==> src/rtl/bpsc_pkg.sv <==
// Purpose: shared constants and types of the board power state controller
// Assumes: 125 MHz standby clock
// Notes:   register offsets are byte addresses of 32-bit words
package bpsc_pkg;

  // ==========================================================
  // timing
  localparam int unsigned CLK_HZ          = 125_000_000;
  localparam int unsigned CYC_PER_MS      = CLK_HZ / 1000;
  localparam int unsigned SHORT_PRESS_MS  = 4000;
  localparam int unsigned LONG_PRESS_MS   = 6000;
  localparam int unsigned DEBOUNCE_MS     = 10;
  localparam int unsigned SHORT_PRESS_CYC = SHORT_PRESS_MS * CYC_PER_MS;
  localparam int unsigned LONG_PRESS_CYC  = LONG_PRESS_MS * CYC_PER_MS;
  localparam int unsigned DEBOUNCE_CYC    = DEBOUNCE_MS * CYC_PER_MS;

  // ==========================================================
  // register map
  localparam logic [7:0] OFS_CTRL       = 8'h00;
  localparam logic [7:0] OFS_STATUS     = 8'h04;
  localparam logic [7:0] OFS_INT_STATUS = 8'h08;
  localparam logic [7:0] OFS_INT_MASK   = 8'h0c;
  localparam logic [7:0] OFS_CMD        = 8'h10;

  // control fields
  localparam int         CTRL_TGT_LSB     = 0;
  localparam int         CTRL_DEEP_BIT    = 2;
  localparam int         CTRL_RESTORE_LSB = 3;
  localparam int         CTRL_DUAL_BIT    = 5;
  localparam logic [5:0] CTRL_RESET       = 6'h20;
  localparam int         CMD_SLEEP_BIT    = 0;
  localparam int         CMD_OFF_BIT      = 1;

  localparam logic [1:0] TGT_S3       = 2'h0;
  localparam logic [1:0] TGT_S4       = 2'h1;
  localparam logic [1:0] RESTORE_OFF  = 2'h0;
  localparam logic [1:0] RESTORE_ON   = 2'h1;
  localparam logic [1:0] RESTORE_LAST = 2'h2;

  // ==========================================================
  // pins and events
  localparam int PIN_RTC  = 0;
  localparam int PIN_LAN  = 1;
  localparam int PIN_USB  = 2;
  localparam int PIN_PCIE = 3;
  localparam int PIN_IR   = 4;
  localparam int PIN_AC   = 5;
  localparam int NUM_PINS = 6;
  localparam int NUM_EV   = 7;
  localparam int EV_OFF   = 6;

  localparam logic [4:0] WAKE_ALL    = 5'h1f;
  localparam logic [4:0] WAKE_NO_USB = 5'h1b;
  localparam logic [4:0] WAKE_DEEP   = 5'h01;

  typedef enum logic [1:0] {
    ST_S0 = 2'b00,
    ST_S3 = 2'b01,
    ST_S4 = 2'b10,
    ST_S5 = 2'b11
  } bpsc_state_e;

endpackage

==> src/rtl/bpsc_press_timer.sv <==
// Purpose: debounce the power switch and classify each press by its length
// Assumes: switch pin is active low and asynchronous
// Notes:   short pulse on release before the short limit, long pulse while held
module bpsc_press_timer #(
  parameter int unsigned DEBOUNCE_CYC = bpsc_pkg::DEBOUNCE_CYC,
  parameter int unsigned SHORT_CYC    = bpsc_pkg::SHORT_PRESS_CYC,
  parameter int unsigned LONG_CYC     = bpsc_pkg::LONG_PRESS_CYC
) (
  // clock and reset
  input  wire logic clk,
  input  wire logic rstn,
  // switch pin
  input  wire logic sw_n,
  // classified presses
  output logic      short_p,
  output logic      long_p
);

  logic        meta_reg;
  logic        sync_reg;
  logic        deb_reg;
  logic [31:0] deb_cnt_reg;
  logic [31:0] hold_cnt_reg;
  logic        short_reg;
  logic        long_reg;

  // ==========================================================
  // synchroniser
  always_ff @(posedge clk) begin
    if (!rstn) begin
      meta_reg <= 1'b0;
      sync_reg <= 1'b0;
    end else begin
      meta_reg <= ~sw_n;
      sync_reg <= meta_reg;
    end
  end

  // ==========================================================
  // debounce: level must hold for the whole window to count
  always_ff @(posedge clk) begin
    if (!rstn) begin
      deb_reg     <= 1'b0;
      deb_cnt_reg <= 32'h0;
    end else if (sync_reg == deb_reg) begin
      deb_cnt_reg <= 32'h0;
    end else if (deb_cnt_reg >= DEBOUNCE_CYC - 1) begin
      deb_reg     <= sync_reg;
      deb_cnt_reg <= 32'h0;
    end else begin
      deb_cnt_reg <= deb_cnt_reg + 32'h1;
    end
  end

  // ==========================================================
  // press length; the counter saturates so a held switch never wraps
  always_ff @(posedge clk) begin
    if (!rstn) begin
      hold_cnt_reg <= 32'h0;
      short_reg    <= 1'b0;
      long_reg     <= 1'b0;
    end else begin
      short_reg <= !deb_reg && (hold_cnt_reg != 32'h0) && (hold_cnt_reg < SHORT_CYC);
      long_reg  <= deb_reg && (hold_cnt_reg == LONG_CYC - 1);
      if (!deb_reg) begin
        hold_cnt_reg <= 32'h0;
      end else if (hold_cnt_reg < LONG_CYC) begin
        hold_cnt_reg <= hold_cnt_reg + 32'h1;
      end
    end
  end

  assign short_p = short_reg;
  assign long_p  = long_reg;

endmodule // bpsc_press_timer

==> src/rtl/bpsc_top.sv <==
// Purpose: board power state controller (working, S3, S4, soft-off)
// Assumes: standby clock and reset stay up while AC is present
// Notes:   switch, AC sense and wake pins are asynchronous and pass two flip-flops first

// Functional notes
// - In soft-off a press shorter than four seconds powers the system on.
// - In working state a short press enters the sleep state chosen in the control register.
// - In working state a press held past six seconds forces soft-off.
// - In S3 or S4 a short press wakes the system to working state.
// - In S3 or S4 a press held past six seconds goes straight to soft-off.
// - Power switch, RTC, LAN, PCIe wake and infrared wake the system from S3, S4 and S5.
// - USB activity wakes only from S3.
// - USB port power is off in S4 and S5.
// - With the deep option set only RTC and the power switch wake from S4 and S5.
// - When AC returns the system goes off, on or to its last state as configured.
// - Any valid wake in S3 returns to working state and turns the supply on.
// - In S3 the supply is off and the LED is amber (dual colour) or dark.
// - A LAN wake-pattern request powers the system up from S3, or from S4 and S5 with the deep option clear.
module bpsc_top #(
  parameter int unsigned DEBOUNCE_CYC = bpsc_pkg::DEBOUNCE_CYC,
  parameter int unsigned SHORT_CYC    = bpsc_pkg::SHORT_PRESS_CYC,
  parameter int unsigned LONG_CYC     = bpsc_pkg::LONG_PRESS_CYC
) (
  // clock and reset
  input  wire logic        CLK,
  input  wire logic        RSTN,
  // register port
  input  wire logic [7:0]  ADDR,
  input  wire logic [31:0] WDATA,
  input  wire logic        WR,
  input  wire logic        RD,
  output logic      [31:0] RDATA,
  output logic             IRQ,
  // switch, AC sense and wake pins
  input  wire logic        PWR_SW_N,
  input  wire logic        AC_PRESENT,
  input  wire logic        RTC_ALARM,
  input  wire logic        LAN_WAKE,
  input  wire logic        USB_ACTIVITY,
  input  wire logic        PCIE_WAKE_N,
  input  wire logic        INFRARED_REMOTE_WAKE,
  // supply, ports and indicators
  output logic             PSU_ON,
  output logic             USB_PWR_EN,
  output logic             LED_GREEN,
  output logic             LED_AMBER,
  output logic             COLD_BOOT,
  output logic             RESUME_DISK
);

  bpsc_pkg::bpsc_state_e state_reg;
  bpsc_pkg::bpsc_state_e state_next;
  bpsc_pkg::bpsc_state_e sleep_state;

  logic [bpsc_pkg::NUM_PINS-1:0] pin_raw;
  logic [bpsc_pkg::NUM_PINS-1:0] pin_sync;
  logic [bpsc_pkg::NUM_PINS-1:0] pin_prev_reg;
  logic [bpsc_pkg::NUM_PINS-1:0] pin_rise;
  logic [4:0]                    allow;
  logic [4:0]                    wake_hit;
  logic [5:0]                    ctrl_reg;
  logic [bpsc_pkg::NUM_EV-1:0]   int_status_reg;
  logic [bpsc_pkg::NUM_EV-1:0]   int_status_next;
  logic [bpsc_pkg::NUM_EV-1:0]   int_mask_reg;
  logic [bpsc_pkg::NUM_EV-1:0]   ev;
  logic [bpsc_pkg::NUM_EV-1:0]   clr;
  logic [31:0]                   rdata_reg;
  logic [1:0]                    tgt;
  logic [1:0]                    policy;
  logic                          deep_sleep_low_power_option;
  logic                          led_dual;
  logic                          short_p;
  logic                          long_p;
  logic                          ac_ok;
  logic                          ac_rise;
  logic                          ac_steady;
  logic                          pwr_wake;
  logic                          wake_any;
  logic                          cmd_sleep_reg;
  logic                          cmd_off_reg;
  logic                          last_on_reg;
  logic                          cold_boot_reg;
  logic                          resume_disk_reg;
  logic                          psu_on_reg;
  logic                          usb_pwr_reg;
  logic                          led_green_reg;
  logic                          led_amber_reg;
  logic                          irq_reg;

  // ==========================================================
  // power switch timing
  bpsc_press_timer #(
    .DEBOUNCE_CYC (DEBOUNCE_CYC),
    .SHORT_CYC    (SHORT_CYC),
    .LONG_CYC     (LONG_CYC)
  ) u_press (
    .clk     (CLK),
    .rstn    (RSTN),
    .sw_n    (PWR_SW_N),
    .short_p (short_p),
    .long_p  (long_p)
  );

  // ==========================================================
  // pin synchronisers and edge detect
  assign pin_raw = {AC_PRESENT, INFRARED_REMOTE_WAKE, ~PCIE_WAKE_N, USB_ACTIVITY, LAN_WAKE, RTC_ALARM};

  genvar gi;
  generate
    for (gi = 0; gi < bpsc_pkg::NUM_PINS; gi++) begin : g_sync
      logic meta_reg;
      logic sync_reg;
      always_ff @(posedge CLK) begin
        if (!RSTN) begin
          meta_reg <= 1'b0;
          sync_reg <= 1'b0;
        end else begin
          meta_reg <= pin_raw[gi];
          sync_reg <= meta_reg;
        end
      end
      assign pin_sync[gi] = sync_reg;
    end
  endgenerate

  always_ff @(posedge CLK) begin
    if (!RSTN) begin
      pin_prev_reg <= '0;
    end else begin
      pin_prev_reg <= pin_sync;
    end
  end

  // wake sources are edge events so a stuck line cannot hold the system on
  assign pin_rise  = pin_sync & ~pin_prev_reg;
  assign ac_ok     = pin_sync[bpsc_pkg::PIN_AC];
  assign ac_rise   = pin_rise[bpsc_pkg::PIN_AC];
  assign ac_steady = ac_ok & pin_prev_reg[bpsc_pkg::PIN_AC];

  assign tgt                         = ctrl_reg[bpsc_pkg::CTRL_TGT_LSB +: 2];
  assign deep_sleep_low_power_option = ctrl_reg[bpsc_pkg::CTRL_DEEP_BIT];
  assign policy                      = ctrl_reg[bpsc_pkg::CTRL_RESTORE_LSB +: 2];
  assign led_dual                    = ctrl_reg[bpsc_pkg::CTRL_DUAL_BIT];

  // ==========================================================
  // wake qualification
  always_comb begin
    allow = '0;
    unique case (state_reg)
      bpsc_pkg::ST_S0: allow = '0;
      bpsc_pkg::ST_S3: allow = bpsc_pkg::WAKE_ALL;
      bpsc_pkg::ST_S4, bpsc_pkg::ST_S5: begin
        if (deep_sleep_low_power_option) begin
          allow = bpsc_pkg::WAKE_DEEP;
        end else begin
          allow = bpsc_pkg::WAKE_NO_USB;
        end
      end
    endcase
  end

  assign wake_hit = pin_rise[4:0] & allow;
  assign pwr_wake = short_p & (state_reg != bpsc_pkg::ST_S0);
  assign wake_any = (|wake_hit) | pwr_wake;

  always_comb begin
    sleep_state = bpsc_pkg::ST_S5;
    unique case (tgt)
      bpsc_pkg::TGT_S3: sleep_state = bpsc_pkg::ST_S3;
      bpsc_pkg::TGT_S4: sleep_state = bpsc_pkg::ST_S4;
      default:          sleep_state = bpsc_pkg::ST_S5;
    endcase
  end

  // ==========================================================
  // state machine; AC loss overrides everything
  always_comb begin
    state_next = state_reg;
    if (!ac_ok) begin
      state_next = bpsc_pkg::ST_S5;
    end else if (ac_rise) begin
      unique case (policy)
        bpsc_pkg::RESTORE_OFF: state_next = bpsc_pkg::ST_S5;
        bpsc_pkg::RESTORE_ON:  state_next = bpsc_pkg::ST_S0;
        default: state_next = last_on_reg ? bpsc_pkg::ST_S0 : bpsc_pkg::ST_S5;
      endcase
    end else begin
      unique case (state_reg)
        bpsc_pkg::ST_S0: begin
          if (long_p || cmd_off_reg) begin
            state_next = bpsc_pkg::ST_S5;
          end else if (short_p || cmd_sleep_reg) begin
            state_next = sleep_state;
          end
        end
        bpsc_pkg::ST_S3, bpsc_pkg::ST_S4: begin
          if (long_p) begin
            state_next = bpsc_pkg::ST_S5;
          end else if (wake_any) begin
            state_next = bpsc_pkg::ST_S0;
          end
        end
        bpsc_pkg::ST_S5: begin
          if (wake_any) begin
            state_next = bpsc_pkg::ST_S0;
          end
        end
      endcase
    end
  end

  always_ff @(posedge CLK) begin
    if (!RSTN) begin
      state_reg <= bpsc_pkg::ST_S5;
    end else begin
      state_reg <= state_next;
    end
  end

  // last on/off state; frozen while AC is gone so the restore sees it
  always_ff @(posedge CLK) begin
    if (!RSTN) begin
      last_on_reg <= 1'b0;
    end else if (ac_ok && (state_next != state_reg)) begin
      last_on_reg <= (state_next != bpsc_pkg::ST_S5);
    end
  end

  // how software must come back: from RAM, from disk or cold
  always_ff @(posedge CLK) begin
    if (!RSTN) begin
      cold_boot_reg   <= 1'b0;
      resume_disk_reg <= 1'b0;
    end else if ((state_next == bpsc_pkg::ST_S0) && (state_reg != bpsc_pkg::ST_S0)) begin
      cold_boot_reg   <= (state_reg == bpsc_pkg::ST_S5);
      resume_disk_reg <= (state_reg == bpsc_pkg::ST_S4);
    end
  end

  // ==========================================================
  // supply, USB power and indicator
  always_ff @(posedge CLK) begin
    if (!RSTN) begin
      psu_on_reg    <= 1'b0;
      usb_pwr_reg   <= 1'b0;
      led_green_reg <= 1'b0;
      led_amber_reg <= 1'b0;
    end else begin
      psu_on_reg    <= (state_next == bpsc_pkg::ST_S0);
      usb_pwr_reg   <= (state_next == bpsc_pkg::ST_S0) || (state_next == bpsc_pkg::ST_S3);
      led_green_reg <= (state_next == bpsc_pkg::ST_S0);
      led_amber_reg <= (state_next == bpsc_pkg::ST_S3) && led_dual;
    end
  end

  // ==========================================================
  // register port
  always_ff @(posedge CLK) begin
    if (!RSTN) begin
      ctrl_reg     <= bpsc_pkg::CTRL_RESET;
      int_mask_reg <= '0;
    end else if (WR) begin
      if (ADDR == bpsc_pkg::OFS_CTRL) begin
        ctrl_reg <= WDATA[5:0];
      end
      if (ADDR == bpsc_pkg::OFS_INT_MASK) begin
        int_mask_reg <= WDATA[bpsc_pkg::NUM_EV-1:0];
      end
    end
  end

  always_ff @(posedge CLK) begin
    if (!RSTN) begin
      cmd_sleep_reg <= 1'b0;
      cmd_off_reg   <= 1'b0;
    end else begin
      cmd_sleep_reg <= WR && (ADDR == bpsc_pkg::OFS_CMD) && WDATA[bpsc_pkg::CMD_SLEEP_BIT];
      cmd_off_reg   <= WR && (ADDR == bpsc_pkg::OFS_CMD) && WDATA[bpsc_pkg::CMD_OFF_BIT];
    end
  end

  always_ff @(posedge CLK) begin
    if (!RSTN) begin
      rdata_reg <= 32'h0;
    end else if (!RD) begin
      rdata_reg <= 32'h0;
    end else begin
      unique case (ADDR)
        bpsc_pkg::OFS_CTRL:       rdata_reg <= 32'(ctrl_reg);
        bpsc_pkg::OFS_STATUS:     rdata_reg <= 32'({ac_ok, last_on_reg, state_reg});
        bpsc_pkg::OFS_INT_STATUS: rdata_reg <= 32'(int_status_reg);
        bpsc_pkg::OFS_INT_MASK:   rdata_reg <= 32'(int_mask_reg);
        default:                  rdata_reg <= 32'h0;
      endcase
    end
  end

  // ==========================================================
  // interrupts; a new event beats a clear in the same cycle
  assign ev  = {long_p & ac_steady & (state_reg != bpsc_pkg::ST_S5), wake_hit & {5{ac_steady}}, pwr_wake & ac_steady};
  assign clr = (WR && (ADDR == bpsc_pkg::OFS_INT_STATUS)) ? WDATA[bpsc_pkg::NUM_EV-1:0] : '0;
  assign int_status_next = (int_status_reg & ~clr) | ev;

  always_ff @(posedge CLK) begin
    if (!RSTN) begin
      int_status_reg <= '0;
      irq_reg        <= 1'b0;
    end else begin
      int_status_reg <= int_status_next;
      irq_reg        <= |(int_status_next & int_mask_reg);
    end
  end

  assign RDATA       = rdata_reg;
  assign IRQ         = irq_reg;
  assign PSU_ON      = psu_on_reg;
  assign USB_PWR_EN  = usb_pwr_reg;
  assign LED_GREEN   = led_green_reg;
  assign LED_AMBER   = led_amber_reg;
  assign COLD_BOOT   = cold_boot_reg;
  assign RESUME_DISK = resume_disk_reg;
endmodule // bpsc_top

==> config.mk <==
export PLATFORM = sky130hd
export DESIGN_NAME = bpsc_top
export DESIGN_NICKNAME = d
export VERILOG_FILES = /design/src/rtl/bpsc_pkg.sv /design/src/rtl/bpsc_press_timer.sv /design/src/rtl/bpsc_top.sv
export SDC_FILE = /design/constraint.sdc
export NUM_CORES = 1
export LEC_CHECK = 0
export ABC_AREA = 1
export BUFFER_PORTS_ARGS = -buffer_cell sky130_fd_sc_hd__buf_2
export CORE_MARGIN = 2
export CORE_UTILIZATION = 62
export CTS_CLUSTER_SIZE = 25
export DETAILED_ROUTE_END_ITERATION = 10
export PLACE_DENSITY = 0.86
export SYNTH_ARGS = -nofsm -noshare
export SYNTH_HDL_FRONTEND = slang
export SYNTH_SLANG_ARGS = --single-unit
export TNS_END_PERCENT = 50
==> constraint.sdc <==
create_clock -name CLK -period 3 [get_ports CLK]
set_clock_uncertainty 0.2 [all_clocks]
set_input_delay 0.15 -clock CLK [delete_from_list [all_inputs] [get_ports CLK]]
set_output_delay 0.15 -clock CLK [all_outputs]
set_load 0.02 [all_outputs]
==> flow_summary.yaml <==
routing:
  wl_mm: 14.61
  drtIter0Drc: 516
  via_per_inst: 5.275
  drc: 0
  first_pass_iters: 6
  ant_nets: 0
  vias: 5713
  wl_per_cell_um: 13.49
clock_network:
  postCtsSetupBuffers: 0
  clkLatencyLatePin_ps: 520
  clk_pin_slew_worst_paths_ps: 60
  cts_sinks: 125
  cts_root_buf: "clkbuf_8"
  tritoncts: "built"
  cts-htree-levels: 4
  cts_buffers: 17
  clk_path_buf_depth: 2
logic_synthesis:
  synth.area.top_cells: "dfxtp_1 (41%), nand2_1 (13%), nor2_1 (6.5%)"
  yosys.area.top_type: "dfxtp_1"
  synth_common_cells: "nand2_1 (205), dfxtp_1 (125), nor2_1 (106)"
  syn_area_per_cell_um2: 7.188
  synth_flop_cell: "dfxtp_1"
  synth.distinct_cells: 44
  synth_edf_count: 0
  async_flop_share_pct: 0
  synth.cell_area_um2: 6110
  synth_top_area_share_pct: 40.96
  ys_warn_count: 0
  synth_most_common_cell: "nand2_1"
  synth.ff_latch_count: 125
  syn_inst: 850
  ys_seq_area_share_pct: 40.96
worst_setup_path:
  r2r_cells: 14
  worstSetupStartpointType: "input pin"
  critical_path_class: "input pin to register"
  cp.arrival_ps: 2990
  worst-path-max-fanout: 12
  crit_required_ps: 3260
  critPathCaptureType: "register"
global_route:
  grt_pass1_wl_mm: 23.36
  grt_overflow: 0
  grt_pass1_vias: 5246
  antenna_found_initial: 0
  grt_max_degree: 28
  track_usage_pct: 28.26
finish:
  area_growth_pct: 19.15
  layout.cells.non_filler: 1083
  diodes: 0
  final_area_um2: 7279
  drive_gt1_share_pct: 11.37
  final_nets: 995
  fill_cells: 663
pwr:
  p_clk_share_pct: 52.6
  p_switching_w: 0.0008781
  swShare_pct: 22.44
  p_seq_share_pct: 43.3
  finalPower_w: 0.003913
  power_frac_comb_pct: 4.1
  power.density_nw_per_um2: 537.6
  vdd_ir_drop_max_uv: 338.4
  internal-power_w: 0.003035
  p_leak_nw: 3.065
hold_path:
  hp-class: "input pin to register"
  whs_path_depth: 3
sta:
  rsz0062_at_grt: "false"
  max_freq_ghz: 0.3674
  hold_viol_final: 0
  setup_viol: 0
  hold_ws_ps: 128.3
  tightest_slew_ps: 768.9
  fin_crit_sh_pct: 90.73
  fin_setup_tns_ps: 0
  final_max_slew_viol_count: 0
  slew_headroom_pct: 48.55
  period_needed_ps: 2722
floorplan:
  design.portCount: 90
  die_area_um2: 10660
  std_cell_rows: 36
  die_y_um: 103.3
  start_util_pct: 63.09
  die_w_um: 103.3
  core_um2: 9684
placed_design:
  dpl_cell_area_um2: 6349
  portBuffers: 39
  placed_cells: 1018
  hpwl_mm: 9.481
  place.gp.congestion: 0.9631
run_status:
  status: "finished, final reports clean"
run:
  drv_cap: 0
worst max-delay path, cell delays in order:
cell	delay [ps]
dlygate4sd3_1	540
buf_2	120
inv_1	60
nand2_2	120
nor3_1	240
nand2_1	200
nor2_1	630
o21ai_0	180
a21oi_1	160
dlygate4sd3_1	580
worst paths after layout:
path / startpoint / end / slack (ps)
max: ADDR[0] / ctrl_reg[4]$_SDFFE_PN0P_ / 280
min: PWR_SW_N / u_press.meta_reg$_SDFF_PN0_ / 130
max reg2reg: state_reg[1]$_SDFF_PN1_ / RESUME_DISK$_SDFFE_PN0P_ / 650
min reg2reg: g_sync[5].meta_reg$_SDFF_PN0_ / ac_ok$_SDFF_PN0_ / 220
timing repair:
action,CTS,global route
hold buffers,34,0
hold endpoints to repair,42,0
gates resized for setup,0,1
endpoints found under the setup margin,0,1
power by group through the flow:
stage	combinational, W	sequential (W)	clock [W]
floorplan	0.000112	0.00173	0
global placement	0.000123	0.00173	0
detailed placement	0.000125	0.00173	0
CTS	0.000155	0.00169	0.00208
global route	0.000178	0.00170	0.00215
finish	0.000160	0.00169	0.00206
cells by family after synthesis:
group,Yosys count,synth area share (%)
simple gates,428,31.64
flops,125,40.96
buf+inv,147,11.04
other cells,1,0.06138
fa+ha+maj,7,1.433
compound gates,107,9.851
xor+xnor,35,5.017
metrics by stage:
stage / setup WS (ps) / utilization (%)
finish: 278.2 / 75.17
global route: 30.22 / 75.17
CTS: 99.20 / 75.21
detailed placement: 676.9 / 65.56
global placement: 767.0 / 65.56
floorplan: 1057 / -
metal layers:
layer,vias up,track usage [%],routed length [um]
li1,2847,-,-
met3,34,6.452,935
met5,-,0,0
met1,2609,35.23,6259
met2,223,47.40,7149
met4,0,11.54,269
placed cells by master, fill, tap and decap left out, types with 3 or more instances in the layout:
master	synthesis	routed
buf_2	5	39
dfxtp_1	125	125
nand2_1	205	205
dlygate4sd3_1	0	33
ha_1	7	7
inv_2	4	4
conb_1	1	36
xor2_1	29	29
inv_6	0	4
a21oi_1	57	57
nor2_1	106	106
nand3_2	3	3
nor2_2	6	6
inv_1	99	99
xnor2_1	6	6
nand3_1	36	36
o21ai_0	27	27
o211ai_1	5	5
buf_4	29	4
nor3_1	24	24
bufinv_16	0	3
nand4_1	13	13
o21ai_2	6	6
clkbuf_16	0	16
nor4_1	13	12
nor3b_1	8	8
cell type report:
| class | count | area (um2) | share of cell area [%] |
|---|---|---|---|
| Multi-Input combinational cell | 613 | 3070 | 42.18 |
| Clock inverter | 12 | 158.9 | 2.183 |
| Inverter | 104 | 390.4 | 5.363 |
| Clock buffer | 20 | 435.4 | 5.981 |
| Timing Repair Buffer | 76 | 555.5 | 7.631 |
| Tap cell | 133 | 166.4 | 2.286 |
| Sequential cell | 125 | 2502 | 34.38 |
No activity file was read; power rests on OpenSTA's default activity.
